===== src/design/tmr_pkg.sv =====
// Shared constants and types for the 16-bit timer/counter core
package tmr_pkg;
   // Register offsets on the I/O register port
   localparam logic [5:0] OFS_CAP_L = 6'h26;
   localparam logic [5:0] OFS_CAP_H = 6'h27;
   localparam logic [5:0] OFS_CMPB_L = 6'h28;
   localparam logic [5:0] OFS_CMPB_H = 6'h29;
   localparam logic [5:0] OFS_CMPA_L = 6'h2a;
   localparam logic [5:0] OFS_CMPA_H = 6'h2b;
   localparam logic [5:0] OFS_CNT_L = 6'h2c;
   localparam logic [5:0] OFS_CNT_H = 6'h2d;
   localparam logic [5:0] OFS_CTRL_B = 6'h2e;
   localparam logic [5:0] OFS_CTRL_A = 6'h2f;
   // Reset values
   localparam logic [7:0] CTRL_RESET = 8'h00;
   localparam logic [15:0] WORD_RESET = 16'h0000;
   // Field positions
   localparam int WAVE_LO_POS = 0;
   localparam int WAVE_HI_POS = 3;
   localparam int CLK_SEL_POS = 0;
   localparam int EDGE_SEL_POS = 6;
   localparam int FILTER_EN_POS = 7;
   localparam int FORCE_POS = 2;
   localparam int CTRL_B_GAP_POS = 5;
   // Fixed TOP and BOTTOM values
   localparam logic [15:0] TOP_MAX = 16'hffff;
   localparam logic [15:0] TOP_8BIT = 16'h00ff;
   localparam logic [15:0] TOP_9BIT = 16'h01ff;
   localparam logic [15:0] TOP_10BIT = 16'h03ff;
   localparam logic [15:0] BOTTOM = 16'h0000;
   // Clock source codes
   localparam logic [2:0] CLK_STOP = 3'h0;
   localparam logic [2:0] CLK_DIV1 = 3'h1;
   localparam logic [2:0] CLK_DIV8 = 3'h2;
   localparam logic [2:0] CLK_DIV64 = 3'h3;
   localparam logic [2:0] CLK_DIV256 = 3'h4;
   localparam logic [2:0] CLK_DIV1024 = 3'h5;
   localparam logic [2:0] CLK_EXT_FALL = 3'h6;
   localparam logic [2:0] CLK_EXT_RISE = 3'h7;
   // Prescaler width and noise filter length
   localparam int PRESC_W = 10;
   localparam int FILTER_LEN = 4;
   typedef enum logic [1:0] {
      KIND_NORMAL = 2'b00,
      KIND_FAST = 2'b01,
      KIND_PHASE = 2'b10,
      KIND_PFC = 2'b11
   } tmr_kind_e;
   typedef enum logic {
      DIR_UP = 1'b0,
      DIR_DOWN = 1'b1
   } tmr_dir_e;
endpackage : tmr_pkg


===== src/design/tmr_prescale.sv =====
// Prescaler and clock source selection producing the timer count enable
`timescale 1ns/1ps
module tmr_prescale import tmr_pkg::*; (
   // Clock and reset
   input wire logic sys_clk,
   input wire logic arst_n,
   // Selection and pin
   input wire logic [2:0] clock_source_sel,
   input wire logic external_count_pin,
   // Count enable
   output logic timer_count_enable
);
   typedef struct packed {
      logic [PRESC_W-1:0] div;
      logic ext_prev;
      logic ext_cur;
   } tmr_presc_s;
   tmr_presc_s st_reg, st_next;

   always_comb begin
      st_next = st_reg;
      st_next.div = st_reg.div + {{(PRESC_W-1){1'b0}}, 1'b1};
      st_next.ext_prev = st_reg.ext_cur;
      st_next.ext_cur = external_count_pin; // Pin sampled whatever its direction
   end

   always_comb begin
      unique case (clock_source_sel)
         CLK_STOP: timer_count_enable = 1'b0;
         CLK_DIV1: timer_count_enable = 1'b1;
         CLK_DIV8: timer_count_enable = &st_reg.div[2:0];
         CLK_DIV64: timer_count_enable = &st_reg.div[5:0];
         CLK_DIV256: timer_count_enable = &st_reg.div[7:0];
         CLK_DIV1024: timer_count_enable = &st_reg.div[9:0];
         CLK_EXT_FALL: timer_count_enable = st_reg.ext_prev & ~st_reg.ext_cur;
         CLK_EXT_RISE: timer_count_enable = ~st_reg.ext_prev & st_reg.ext_cur;
      endcase
   end

   always_ff @(posedge sys_clk or negedge arst_n) begin
      if (!arst_n) begin
         st_reg <= '0;
      end else begin
         st_reg <= st_next;
      end
   end

   AST_DIV8_RATE: assert property (@(posedge sys_clk) disable iff (!arst_n)
      clock_source_sel == CLK_DIV8 && timer_count_enable ##1 clock_source_sel == CLK_DIV8
      |-> (!timer_count_enable || clock_source_sel != CLK_DIV8) [*7]
      ##1 (timer_count_enable || clock_source_sel != CLK_DIV8))
      else $error("divide by 8 enable spacing wrong");
   AST_EXT_RISE: assert property (@(posedge sys_clk) disable iff (!arst_n)
      clock_source_sel == CLK_EXT_RISE && external_count_pin && !$past(external_count_pin)
      |=> timer_count_enable)
      else $error("rising edge on count pin did not count");
endmodule : tmr_prescale


===== src/design/tmr_capture.sv =====
// Capture input noise filter and edge detector
`timescale 1ns/1ps
module tmr_capture import tmr_pkg::*; (
   // Clock and reset
   input wire logic sys_clk,
   input wire logic arst_n,
   // Pin and controls
   input wire logic capture_input_pin,
   input wire logic capture_noise_filter_en,
   input wire logic capture_edge_sel,
   input wire logic capture_enable,
   // Trigger pulse
   output logic capture_trig
);
   typedef struct packed {
      logic [FILTER_LEN-1:0] samp;
      logic filt;
      logic prev;
      logic trig;
   } tmr_cap_s;
   tmr_cap_s st_reg, st_next;

   always_comb begin
      st_next = st_reg;
      st_next.samp = {st_reg.samp[FILTER_LEN-2:0], capture_input_pin};
      if (!capture_noise_filter_en) begin
         st_next.filt = capture_input_pin;
      end else if (&st_reg.samp || ~|st_reg.samp) begin
         st_next.filt = st_reg.samp[0];
      end
      st_next.prev = st_reg.filt;
      st_next.trig = capture_enable && (capture_edge_sel ? (!st_reg.prev && st_reg.filt)
                                                       : (st_reg.prev && !st_reg.filt));
   end

   assign capture_trig = st_reg.trig;

   always_ff @(posedge sys_clk or negedge arst_n) begin
      if (!arst_n) begin
         st_reg <= '0;
      end else begin
         st_reg <= st_next;
      end
   end

   AST_FILTER_AGREE: assert property (@(posedge sys_clk) disable iff (!arst_n)
      capture_noise_filter_en && $past(capture_noise_filter_en) && $changed(st_reg.filt)
      |-> $past(st_reg.samp) == {FILTER_LEN{st_reg.filt}})
      else $error("filtered capture changed without four equal samples");
   AST_EDGE_KIND: assert property (@(posedge sys_clk) disable iff (!arst_n)
      $rose(capture_trig) && $stable(capture_edge_sel)
      |-> $past(st_reg.filt) == capture_edge_sel)
      else $error("capture fired on wrong edge");
endmodule : tmr_capture


===== src/design/tmr_core.sv =====
// 16-bit timer/counter core: mode decode, counting, capture and byte access
// What this block does
// - Four-bit waveform mode from two control-A bits and two control-B bits.
// - Normal counts to 0xFFFF; modes 4/12 clear at compare A/capture; immediate update.
// - Phase-correct modes use 8/9/10-bit or capture/compare A TOP; update TOP.
// - Fast PWM uses fixed or capture/compare A TOP; update BOTTOM, overflow TOP.
// - Modes 8/9 take TOP from capture/compare A; update and overflow BOTTOM.
// - Noise filter changes output only after four equal successive pin samples.
// - Edge select zero picks falling, one picks rising capture edge.
// - Capture copies counter into capture register and raises capture flag.
// - Capture input is disabled while the capture register serves as TOP.
// - Clock select: stop, undivided, divide by 8, 64, 256, 1024.
// - Codes 110 and 111 count falling or rising edges of count pin.
// - Count pin edges advance the counter even when the pin is an output.
// - Counter accessed as two bytes through shared temporary high byte.
// - A counter write blocks all compare matches on the next timer clock.
// - Fully synchronous; the selected timer clock acts as a count enable.
`timescale 1ns/1ps
module tmr_core import tmr_pkg::*; (
   // Clock and reset
   input wire logic sys_clk,
   input wire logic arst_n,
   // I/O register port
   input wire logic [5:0] io_addr,
   input wire logic [7:0] io_wdata,
   input wire logic io_we,
   input wire logic io_re,
   output logic [7:0] io_rdata,
   // Pins
   input wire logic capture_input_pin,
   input wire logic external_count_pin,
   // Flag set pulses
   output logic overflow_flag,
   output logic capture_flag,
   output logic match_a_flag,
   output logic match_b_flag
);
   typedef struct packed {
      logic [15:0] cnt;
      tmr_dir_e dir;
      logic [15:0] cmp_a;
      logic [15:0] cmp_b;
      logic [15:0] cmp_a_buf;
      logic [15:0] cmp_b_buf;
      logic [15:0] cap;
      logic [7:0] temp;
      logic [7:0] ctrl_a;
      logic [7:0] ctrl_b;
      logic block;
      logic [7:0] rdata;
      logic ovf_p;
      logic cap_p;
      logic ma_p;
      logic mb_p;
   } tmr_core_s;
   tmr_core_s st_reg, st_next;

   logic [3:0] wave_mode_sel;
   logic [15:0] top;
   tmr_kind_e kind;
   logic cap_is_top;
   logic timer_count_enable;
   logic capture_trig;
   logic upd;

   // Mode decode
   always_comb begin
      wave_mode_sel = {st_reg.ctrl_b[WAVE_HI_POS +: 2], st_reg.ctrl_a[WAVE_LO_POS +: 2]};
      top = TOP_MAX;
      kind = KIND_NORMAL;
      cap_is_top = 1'b0;
      unique case (wave_mode_sel)
         4'h0, 4'hd: begin
            top = TOP_MAX;
            kind = KIND_NORMAL;
         end
         4'h4: begin
            top = st_reg.cmp_a;
            kind = KIND_NORMAL;
         end
         4'hc: begin
            top = st_reg.cap;
            kind = KIND_NORMAL;
            cap_is_top = 1'b1;
         end
         4'h1, 4'h2, 4'h3: begin
            top = (wave_mode_sel == 4'h1) ? TOP_8BIT :
                  (wave_mode_sel == 4'h2) ? TOP_9BIT : TOP_10BIT;
            kind = KIND_PHASE;
         end
         4'ha: begin
            top = st_reg.cap;
            kind = KIND_PHASE;
            cap_is_top = 1'b1;
         end
         4'hb: begin
            top = st_reg.cmp_a;
            kind = KIND_PHASE;
         end
         4'h5, 4'h6, 4'h7: begin
            top = (wave_mode_sel == 4'h5) ? TOP_8BIT :
                  (wave_mode_sel == 4'h6) ? TOP_9BIT : TOP_10BIT;
            kind = KIND_FAST;
         end
         4'he: begin
            top = st_reg.cap;
            kind = KIND_FAST;
            cap_is_top = 1'b1;
         end
         4'hf: begin
            top = st_reg.cmp_a;
            kind = KIND_FAST;
         end
         4'h8: begin
            top = st_reg.cap;
            kind = KIND_PFC;
            cap_is_top = 1'b1;
         end
         4'h9: begin
            top = st_reg.cmp_a;
            kind = KIND_PFC;
         end
      endcase
   end

   tmr_prescale u_prescale (
      .sys_clk(sys_clk),
      .arst_n(arst_n),
      .clock_source_sel(st_reg.ctrl_b[CLK_SEL_POS +: 3]),
      .external_count_pin(external_count_pin),
      .timer_count_enable(timer_count_enable)
   );

   tmr_capture u_capture (
      .sys_clk(sys_clk),
      .arst_n(arst_n),
      .capture_input_pin(capture_input_pin),
      .capture_noise_filter_en(st_reg.ctrl_b[FILTER_EN_POS]),
      .capture_edge_sel(st_reg.ctrl_b[EDGE_SEL_POS]),
      .capture_enable(!cap_is_top),
      .capture_trig(capture_trig)
   );

   // Counting, capture and register access
   always_comb begin
      st_next = st_reg;
      st_next.ovf_p = 1'b0;
      st_next.cap_p = 1'b0;
      st_next.ma_p = 1'b0;
      st_next.mb_p = 1'b0;
      upd = 1'b0;
      if (timer_count_enable) begin
         st_next.block = 1'b0;
         if (!st_reg.block) begin
            st_next.ma_p = (st_reg.cnt == st_reg.cmp_a);
            st_next.mb_p = (st_reg.cnt == st_reg.cmp_b);
         end
         unique case (kind)
            KIND_NORMAL: begin
               st_next.ovf_p = (st_reg.cnt == TOP_MAX);
               if (wave_mode_sel != 4'h0 && wave_mode_sel != 4'hd && st_reg.cnt == top) begin
                  st_next.cnt = BOTTOM;
               end else begin
                  st_next.cnt = st_reg.cnt + 16'h0001;
               end
            end
            KIND_FAST: begin
               if (st_reg.cnt >= top) begin
                  st_next.cnt = BOTTOM;
                  st_next.ovf_p = 1'b1;
                  upd = 1'b1;
               end else begin
                  st_next.cnt = st_reg.cnt + 16'h0001;
               end
            end
            KIND_PHASE, KIND_PFC: begin
               if (st_reg.dir == DIR_UP) begin
                  if (st_reg.cnt >= top) begin
                     st_next.dir = DIR_DOWN;
                     st_next.cnt = (st_reg.cnt == BOTTOM) ? BOTTOM : st_reg.cnt - 16'h0001;
                     upd = (kind == KIND_PHASE);
                  end else begin
                     st_next.cnt = st_reg.cnt + 16'h0001;
                  end
               end else if (st_reg.cnt == BOTTOM) begin
                  st_next.dir = DIR_UP;
                  st_next.cnt = 16'h0001;
               end else begin
                  st_next.cnt = st_reg.cnt - 16'h0001;
                  if (st_reg.cnt == 16'h0001) begin
                     st_next.ovf_p = 1'b1;
                     upd = (kind == KIND_PFC);
                  end
               end
            end
         endcase
      end
      if (kind == KIND_NORMAL || upd) begin
         st_next.cmp_a = st_reg.cmp_a_buf;
         st_next.cmp_b = st_reg.cmp_b_buf;
      end
      if (capture_trig) begin
         st_next.cap = st_reg.cnt;
         st_next.cap_p = 1'b1;
      end
      if (io_we) begin
         unique case (io_addr)
            OFS_CNT_H, OFS_CMPA_H, OFS_CMPB_H, OFS_CAP_H: st_next.temp = io_wdata;
            OFS_CNT_L: begin
               st_next.cnt = {st_reg.temp, io_wdata};
               st_next.block = 1'b1;
            end
            OFS_CMPA_L: st_next.cmp_a_buf = {st_reg.temp, io_wdata};
            OFS_CMPB_L: st_next.cmp_b_buf = {st_reg.temp, io_wdata};
            OFS_CAP_L: st_next.cap = {st_reg.temp, io_wdata};
            OFS_CTRL_A: st_next.ctrl_a = io_wdata & ~(8'h03 << FORCE_POS);
            OFS_CTRL_B: st_next.ctrl_b = io_wdata & ~(8'h01 << CTRL_B_GAP_POS);
            default: st_next.temp = st_reg.temp;
         endcase
      end
      if (io_re) begin
         unique case (io_addr)
            OFS_CNT_L: begin
               st_next.rdata = st_reg.cnt[7:0];
               st_next.temp = st_reg.cnt[15:8];
            end
            OFS_CMPA_L: begin
               st_next.rdata = st_reg.cmp_a_buf[7:0];
               st_next.temp = st_reg.cmp_a_buf[15:8];
            end
            OFS_CMPB_L: begin
               st_next.rdata = st_reg.cmp_b_buf[7:0];
               st_next.temp = st_reg.cmp_b_buf[15:8];
            end
            OFS_CAP_L: begin
               st_next.rdata = st_reg.cap[7:0];
               st_next.temp = st_reg.cap[15:8];
            end
            OFS_CNT_H, OFS_CMPA_H, OFS_CMPB_H, OFS_CAP_H: st_next.rdata = st_reg.temp;
            OFS_CTRL_A: st_next.rdata = st_reg.ctrl_a;
            OFS_CTRL_B: st_next.rdata = st_reg.ctrl_b;
            default: st_next.rdata = 8'h00;
         endcase
      end
   end

   assign io_rdata = st_reg.rdata;
   assign overflow_flag = st_reg.ovf_p;
   assign capture_flag = st_reg.cap_p;
   assign match_a_flag = st_reg.ma_p;
   assign match_b_flag = st_reg.mb_p;

   always_ff @(posedge sys_clk or negedge arst_n) begin
      if (!arst_n) begin
         st_reg <= '0;
      end else begin
         st_reg <= st_next;
      end
   end

   AST_MODE_DECODE: assert property (@(posedge sys_clk) disable iff (!arst_n)
      st_reg.ctrl_b[4:3] == 2'b00 && st_reg.ctrl_a[1:0] == 2'b11 |-> top == TOP_10BIT)
      else $error("mode 3 did not select 10-bit top");
   AST_NORMAL_WRAP: assert property (@(posedge sys_clk) disable iff (!arst_n)
      wave_mode_sel == 4'h0 && timer_count_enable && st_reg.cnt == TOP_MAX && !io_we
      |=> overflow_flag && st_reg.cnt == BOTTOM)
      else $error("normal mode overflow at max missing");
   AST_PHASE_TURN: assert property (@(posedge sys_clk) disable iff (!arst_n)
      wave_mode_sel == 4'h1 && timer_count_enable && st_reg.cnt == TOP_8BIT && !io_we
      |=> st_reg.dir == DIR_DOWN && st_reg.cnt == 16'h00fe && !overflow_flag)
      else $error("phase correct mode did not turn at top");
   AST_FAST_TOP: assert property (@(posedge sys_clk) disable iff (!arst_n)
      kind == KIND_FAST && timer_count_enable && st_reg.cnt == top && !io_we
      |=> overflow_flag && st_reg.cnt == BOTTOM && st_reg.cmp_a == $past(st_reg.cmp_a_buf))
      else $error("fast pwm top handling wrong");
   AST_PFC_BOTTOM: assert property (@(posedge sys_clk) disable iff (!arst_n)
      kind == KIND_PFC && timer_count_enable && st_reg.dir == DIR_DOWN
      && st_reg.cnt == 16'h0001 && !io_we
      |=> overflow_flag ##1 (st_reg.cnt == BOTTOM || st_reg.cnt == 16'h0001))
      else $error("pfc overflow at bottom missing");
   AST_CAPTURE_COPY: assert property (@(posedge sys_clk) disable iff (!arst_n)
      capture_trig && !(io_we && io_addr == OFS_CAP_L)
      |=> capture_flag && st_reg.cap == $past(st_reg.cnt))
      else $error("capture did not copy counter");
   AST_CAPTURE_OFF: assert property (@(posedge sys_clk) disable iff (!arst_n)
      cap_is_top && $past(cap_is_top) |=> !capture_trig)
      else $error("capture fired while capture register is top");
   AST_WRITE_BLOCK: assert property (@(posedge sys_clk) disable iff (!arst_n)
      io_we && io_addr == OFS_CNT_L ##1 timer_count_enable |=> !match_a_flag && !match_b_flag)
      else $error("compare match not blocked after counter write");
   AST_TEMP_PAIR: assert property (@(posedge sys_clk) disable iff (!arst_n)
      io_re && io_addr == OFS_CNT_L ##1 io_re && io_addr == OFS_CNT_H && !$past(io_we)
      |=> io_rdata == $past(st_reg.cnt[15:8], 2))
      else $error("high byte read not from temporary");
endmodule : tmr_core


===== config.mk =====
export PLATFORM = sky130hd
export DESIGN_NAME = tmr_core
export DESIGN_NICKNAME = d
export VERILOG_FILES = /design/src/design/tmr_pkg.sv /design/src/design/tmr_prescale.sv /design/src/design/tmr_capture.sv /design/src/design/tmr_core.sv
export SDC_FILE = /design/constraint.sdc
export NUM_CORES = 1
export LEC_CHECK = 0
export BUFFER_PORTS_ARGS = -buffer_cell sky130_fd_sc_hd__buf_2
export CORE_MARGIN = 2
export CORE_UTILIZATION = 45
export DETAILED_ROUTE_END_ITERATION = 12
export MAX_ROUTING_LAYER = met4
export PLACE_DENSITY = 0.59
export SLEW_MARGIN = 40
export SYNTH_ARGS = -nofsm -noshare
export SYNTH_HDL_FRONTEND = slang
export SYNTH_SLANG_ARGS = --single-unit

===== constraint.sdc =====
create_clock -name sys_clk -period 4.1 [get_ports sys_clk]
set_input_delay 0.82 -clock sys_clk [delete_from_list [all_inputs] [get_ports sys_clk]]
set_output_delay 0.82 -clock sys_clk [all_outputs]
set_load 0.05 [all_outputs]

* Word level (Yosys, flattened, before mapping)
Cells that the tools add are included.
Cells by class: bitwise logic cells 4, reductions and logical operators 38, order comparisons 1, add/subtract/negate cells 3, eq/ne operators 42, muxes and demuxes 49
Operators by type and width (number):
- 2-to-1 mux 16 bit | 9
- case mux 16 bit (5 select lines) | 1
- == test 6 bit, second input constant | 10
- case mux 8 bit (7 select lines) | 1
- == test 16 bit | 3
- case mux 16 bit (3 select lines) | 1
- 2-to-1 mux 41 bit | 1
- 2-to-1 mux 10 bit | 4
- 2-to-1 mux 17 bit | 2
- == test 4 bit, second input constant | 8
- 2-to-1 mux 8 bit | 4
- case mux 8 bit (4 select lines) | 1
- OR reduction 4 bit | 5
- 2-to-1 mux 1 bit | 19
- adder 16 x 1 -> 16 bit, second input constant | 1
- == test 16 x 1 -> 1 bit, second input constant | 1
- == test 16 bit, second input constant | 1
- == test 4 x 3 -> 1 bit, second input constant | 4
- >= comparator 16 bit | 1
- zero test 16 bit | 1
- subtractor 16 x 1 -> 16 bit, second input constant | 1
- == test 3 bit, second input constant | 4
- adder 10 x 1 -> 10 bit, second input constant | 1
- AND reduction 10 bit | 1
- 30 further kinds | 52
Storage, ports and cells: bits of input ports 20, bits in registers 150, word-level logic and storage cells 160, output and inout port bits 12

* Depth between registers and ports, before layout
depth in word-level cells 11, depth in mapped cells 15, gate-level depth less buffers 13

* Hierarchy
Synthesis repeated with hierarchy kept, for this count alone.
Unflattened totals: cells, all modules 859, area total of the unflattened synthesis 9053.7 sq um
Modules (own cells, without submodules):
- tmr_core | instances 1, cells each 799, area an instance 8280.4 sq um, sequential area each 3278.1 sq um
- tmr_prescale | instances 1, cells each 45, area an instance 544.3 sq um, sequential area each 300.3 sq um
- tmr_capture | instances 1, cells each 15, area an instance 229.0 sq um, sequential area each 175.2 sq um

* Worst setup path after synthesis
No wires, ideal clock.
path kind register to register, start register st_reg[16] in the netlist's numbering, end register st_reg[101] in the netlist's numbering, buffers on the path 3, slack 0.563 ns, period minus slack after synthesis 3.537 ns, setup time 0.125 ns, cell stages (with the launch flop) 16, required time 3.975 ns, arrival time 3.413 ns, cell sequence dfrtp_1 > nor2b_1 > clkbuf_1 > clkbuf_1 > nor2_1 > a21oi_1 > o22ai_1 > ha_1 > nand4_1 > or3_1 > a21oi_1 > or3_4 > a32oi_2 > o21ai_2 > buf_6 > mux2_2
On the way: word-level cells in the longest chain between the ends 10, elaborated cells on any way between the ends 45, classes of those cells 1 x order compare; 18 x eq/ne; 13 x mux; 13 x reduce/logical
Ends and longest elaborated chain:
- start: declaration | line tmr_core.sv:56 | tmr_core_s st_reg, st_next;
- start signal: assignment | line tmr_core.sv:257 | st_reg <= st_next;
- == test 4 x 3 -> 1 bit (tied with other cells) | line tmr_core.sv:72, tmr_core.sv:102
- 2-to-1 mux 10 bit (tied with other cells) | line tmr_core.sv:102 | (wave_mode_sel == 4'h6) ? TOP_9BIT : TOP_10BIT;
- 2-to-1 mux 10 bit (tied with other cells) | line tmr_core.sv:101 | top = (wave_mode_sel == 4'h5) ? TOP_8BIT :
- case mux 16 bit (5 select lines) or == test 2 bit (tied branches) | line tmr_core.sv:72, tmr_core.sv:158, tmr_core.sv:192
- >= comparator 16 bit or 2-to-1 mux 1 bit (tied branches) | line tmr_core.sv:168, tmr_core.sv:178, tmr_core.sv:190
- 2-to-1 mux 1 bit (on tied branches) | line tmr_core.sv:178, tmr_core.sv:185
- 2-to-1 mux 1 bit | line tmr_core.sv:177 | if (st_reg.dir == DIR_UP) begin
- case mux 1 bit (2 select lines) | line tmr_core.sv:158 | unique case (kind)
- 2-to-1 mux 1 bit | line tmr_core.sv:152 | if (timer_count_enable) begin
- logical OR 1 bit (*) | line tmr_core.sv:198 | if (kind == KIND_NORMAL || upd) begin
Every way passes the cells marked *; elsewhere a longest branch is shown, timed or not. A chain may end at the register's enable or synchronous reset.

* Worst setup path after layout
start register st_reg[16] in the netlist's numbering, end register st_reg[96] in the netlist's numbering
The elaborated chain is that of the path after synthesis.

==> impl_metrics.py <==
metrics = {
    "die": {
        "die_w_um": 144,
        "rows": 51,
        "die_y_um": 144,
        "ios": 32,
        "core_um2": 19300,
        "initial_core_util_pct": 45.5,
        "dieArea_um2": 20600,
    },
    "synthesis": {
        "yosysUniqueCellTypes": 67,
        "syn_nets": 916,
        "synthCells": 875,
        "synth_async_sr_flop_share_pct": 100,
        "synth-edff-count": 0,
        "syn-mean-instance-area_um2": 10.0,
        "syn_area_um2": 8770,
        "seq_area_frac_synth_pct": 42.8,
        "ys_dominant_reg_cell": "dfrtp_1",
        "ys_ff_latch": 150,
        "synth_warnings": 0,
    },
    "status": {
        "status": "completed",
    },
    "grt": {
        "antenna_found_initial": 0,
        "grt_pass1_wl_um": 40500,
        "grt_pass1_vias": 6750,
        "met3_usage_pct": 4.63,
        "busiest_layer": "met2",
        "track_usage_pct": 27.2,
        "use_met1_pct": 37.2,
        "gr-usage-met2_pct": 40.1,
        "grt_max_degree": 97,
        "grt.overflow.total": 0,
    },
    "power": {
        "peakVddDrop_uv": 343,
        "p_total_mw": 6.14,
        "power_density_nw_per_um2": 623,
        "leakagePower_nw": 4.50,
    },
    "clock_tree": {
        "post_cts_buffers": 0,
        "cts_resized": 0,
        "cts.sinks": 150,
        "cts-root-buf": "clkbuf_16",
        "cts_hold_buf": 0,
        "numCtsBuffers": 17,
        "cts-htree-levels": 4,
        "cts.clk_slew.worst_paths_ps": 70,
        "cts_tree": "done",
        "cts_buffer_depth": 2,
        "clk_latency_ps": 450,
    },
    "final_layout": {
        "layout-drive-gt1-share_pct": 21.7,
        "fin_area_um2": 9870,
        "seqCellArea_um2": 3750,
        "layout_common_cells": "149 x dfrtp_1, 78 x nor2_1, 73 x mux2_2, 63 x a21oi_1, 51 x nand2_1",
        "insertedDiodeCount": 0,
        "fill_cells": 1788,
        "fin_nets": 935,
        "syn_to_final_growth_pct": 12.5,
        "final_cells": 1172,
        "final_common_cell": "dfrtp_1",
        "largest_reg_flops": 119,
        "multi_input_area_um2": 4630,
    },
    "timing": {
        "worst_pin_slew_ps": 866,
        "timing.slew.headroom_pct": 42.2,
        "skew_ps": 17.2,
        "slew_viol_final": 0,
        "setup_slack_ps": 318,
        "min_period_ps": 3780,
        "max_freq_mhz": 264,
        "setup_tns_ps": 0,
        "finalHoldViolCount": 0,
        "finalSetupViolCount": 0,
        "rsz0062_at_grt": "no",
        "fin_crit_sh_pct": 92.2,
    },
    "detailed_routing": {
        "vias_per_cell": 6.08,
        "dr_total_vias": 7129,
        "firstDrtPassIters": 5,
        "drc": 0,
        "post_drt_wl_per_cell_um": 22.2,
        "postRouteWirelength_um": 26000,
        "drt_iter0_markers": 517,
        "antenna_left": 0,
    },
    "placed_design": {
        "dp_cells": 1139,
        "post-place-ws_ps": 384,
        "dpl-instance-area_um2": 9250,
        "dp_hpwl_um": 18400,
        "io_buffers": 31,
        "place.gp.congestion": 0.960,
    },
    "setup_path": {
        "worstReg2RegStart": "st_reg[16]",
        "rrSetupSlack_ps": 320,
        "worst_setup_path_end_kind": "flop",
        "cp-start-kind": "flop",
        "r2r_cells": 13,
        "worstPathMaxFanout": 32,
        "crit_arrival_ps": 4110,
        "reg2reg_to": "st_reg[96]",
        "worstSetupPathType": "flop to flop",
        "setup.worst_path.start": "st_reg[16]",
        "critPathCapture": "st_reg[96]",
        "cp.required_ps": 4430,
    },
    "job": {
        "drv_cap": 0,
    },
    "worst_hold_path": {
        "min_path_type": "input port to async pin",
    },
}
==> worst min path at each step <==
| stage | start | end | slack (ps) | depth (start not counted) |
|---|---|---|---|---|
| after detailed placement | u_capture.st_next[5] | u_capture.st_next[6] | 360 | 0 |
| after global routing | arst_n | u_capture.st_next[1] | 200 | 1 |
| after CTS | u_capture.st_next[5] | u_capture.st_next[6] | 380 | 0 |
| after global placement | u_capture.st_next[5] | u_capture.st_next[6] | 370 | 0 |
| final | arst_n | u_capture.st_next[4] | 190 | 1 |
| after floorplan | u_capture.capture_trig | capture_flag | 350 | 0 |
==> stage by stage <==
step / util [%] / hold slack (ps)
after CTS: 51.1 / 380
after detailed placement: 48.0 / 363
after global placement: 48.0 / 365
after global routing: 51.2 / 197
after floorplan: - / 352
final: 51.2 / 193
==> per-layer routing <==
metal,vias up,part of all wire [%]
met5,-,0
met4,0,3.1
met3,56,6.6
met2,280,45
met1,3557,45
li1,3236,-
==> cells by family (layout without fill, tap and decap cells) <==
logic type                 Yosys count  after routing  share of synthesized area, %
and+or+nand+nor                    248            248                          14.2
buffers and inverters               89            121                          4.56
AOI/OAI and AO/OA                  205            205                          15.3
DFF                                150            150                          42.8
muxes                              118            118                          15.7
xor gates and xnor gates            44             44                          4.39
adders and majority gates           21             21                          3.00
==> power by group <==
| group | leakage (nW) | total (mW) | internal, mW | switching, mW |
|---|---|---|---|---|
| clock | 0.282 | 1.58 | 0.864 | 0.717 |
| sequential | 1.94 | 2.34 | 1.82 | 0.511 |
| combinational | 2.28 | 2.23 | 0.972 | 1.25 |
==> worst max-delay path, cell delays in order (launching register included) <==
cell      delay, ps
dfrtp_1         600
nor2b_1         190
buf_4           220
nand2_1         190
o22ai_1         240
ha_1            280
a211oi_1        220
o22ai_1         140
o211a_1         280
or3_4           420
a32oi_2         230
o21ai_4          80
buf_12          210
mux2_4          310
==> Yosys cell counts (4+ instances only) <==
cell type / count / area [µm²]
mux2_4: 4 / 60.1
or2_2: 5 / 31.3
buf_4: 8 / 60.1
a22oi_1: 8 / 60.1
a22o_1: 7 / 61.3
a221oi_1: 10 / 87.6
nor4_1: 11 / 68.8
or3_1: 7 / 43.8
a21o_1: 5 / 37.5
inv_1: 22 / 82.6
nand2_1: 51 / 191
xnor2_1: 5 / 43.8
buf_2: 5 / 25.0
o22ai_1: 15 / 93.8
a31oi_1: 8 / 50.1
o211ai_1: 9 / 67.6
and3_1: 13 / 81.3
mux4_2: 7 / 158
o31ai_1: 4 / 30.0
o21ai_0: 32 / 160
clkbuf_1: 46 / 173
nor2_1: 78 / 293
nand2b_1: 6 / 37.5
nand4_1: 8 / 50.1
a211oi_1: 15 / 113
xor2_1: 39 / 342
mux2_2: 73 / 822
a21oi_1: 63 / 315
buf_1: 4 / 15.0
buf_6: 4 / 45.0
nor2b_1: 6 / 37.5
nor3b_1: 7 / 52.6
o22a_1: 6 / 52.6
dfrtp_1: 150 / 3750
mux2i_1: 34 / 340
nor3_1: 19 / 95.1
nand3_1: 21 / 105
ha_1: 21 / 263
==> cell type report <==
| cell class | count | area share (%) |
|---|---|---|
| clock buffers | 18 | 4.35 |
| clock inverters | 14 | 1.64 |
| inverters | 22 | 0.837 |
| multi-input cells | 636 | 46.9 |
| flip-flops and latches | 150 | 38.1 |
| well taps | 265 | 3.36 |
| repair buffers | 67 | 4.87 |
Note: power is estimated with default switching activity, not from simulation.
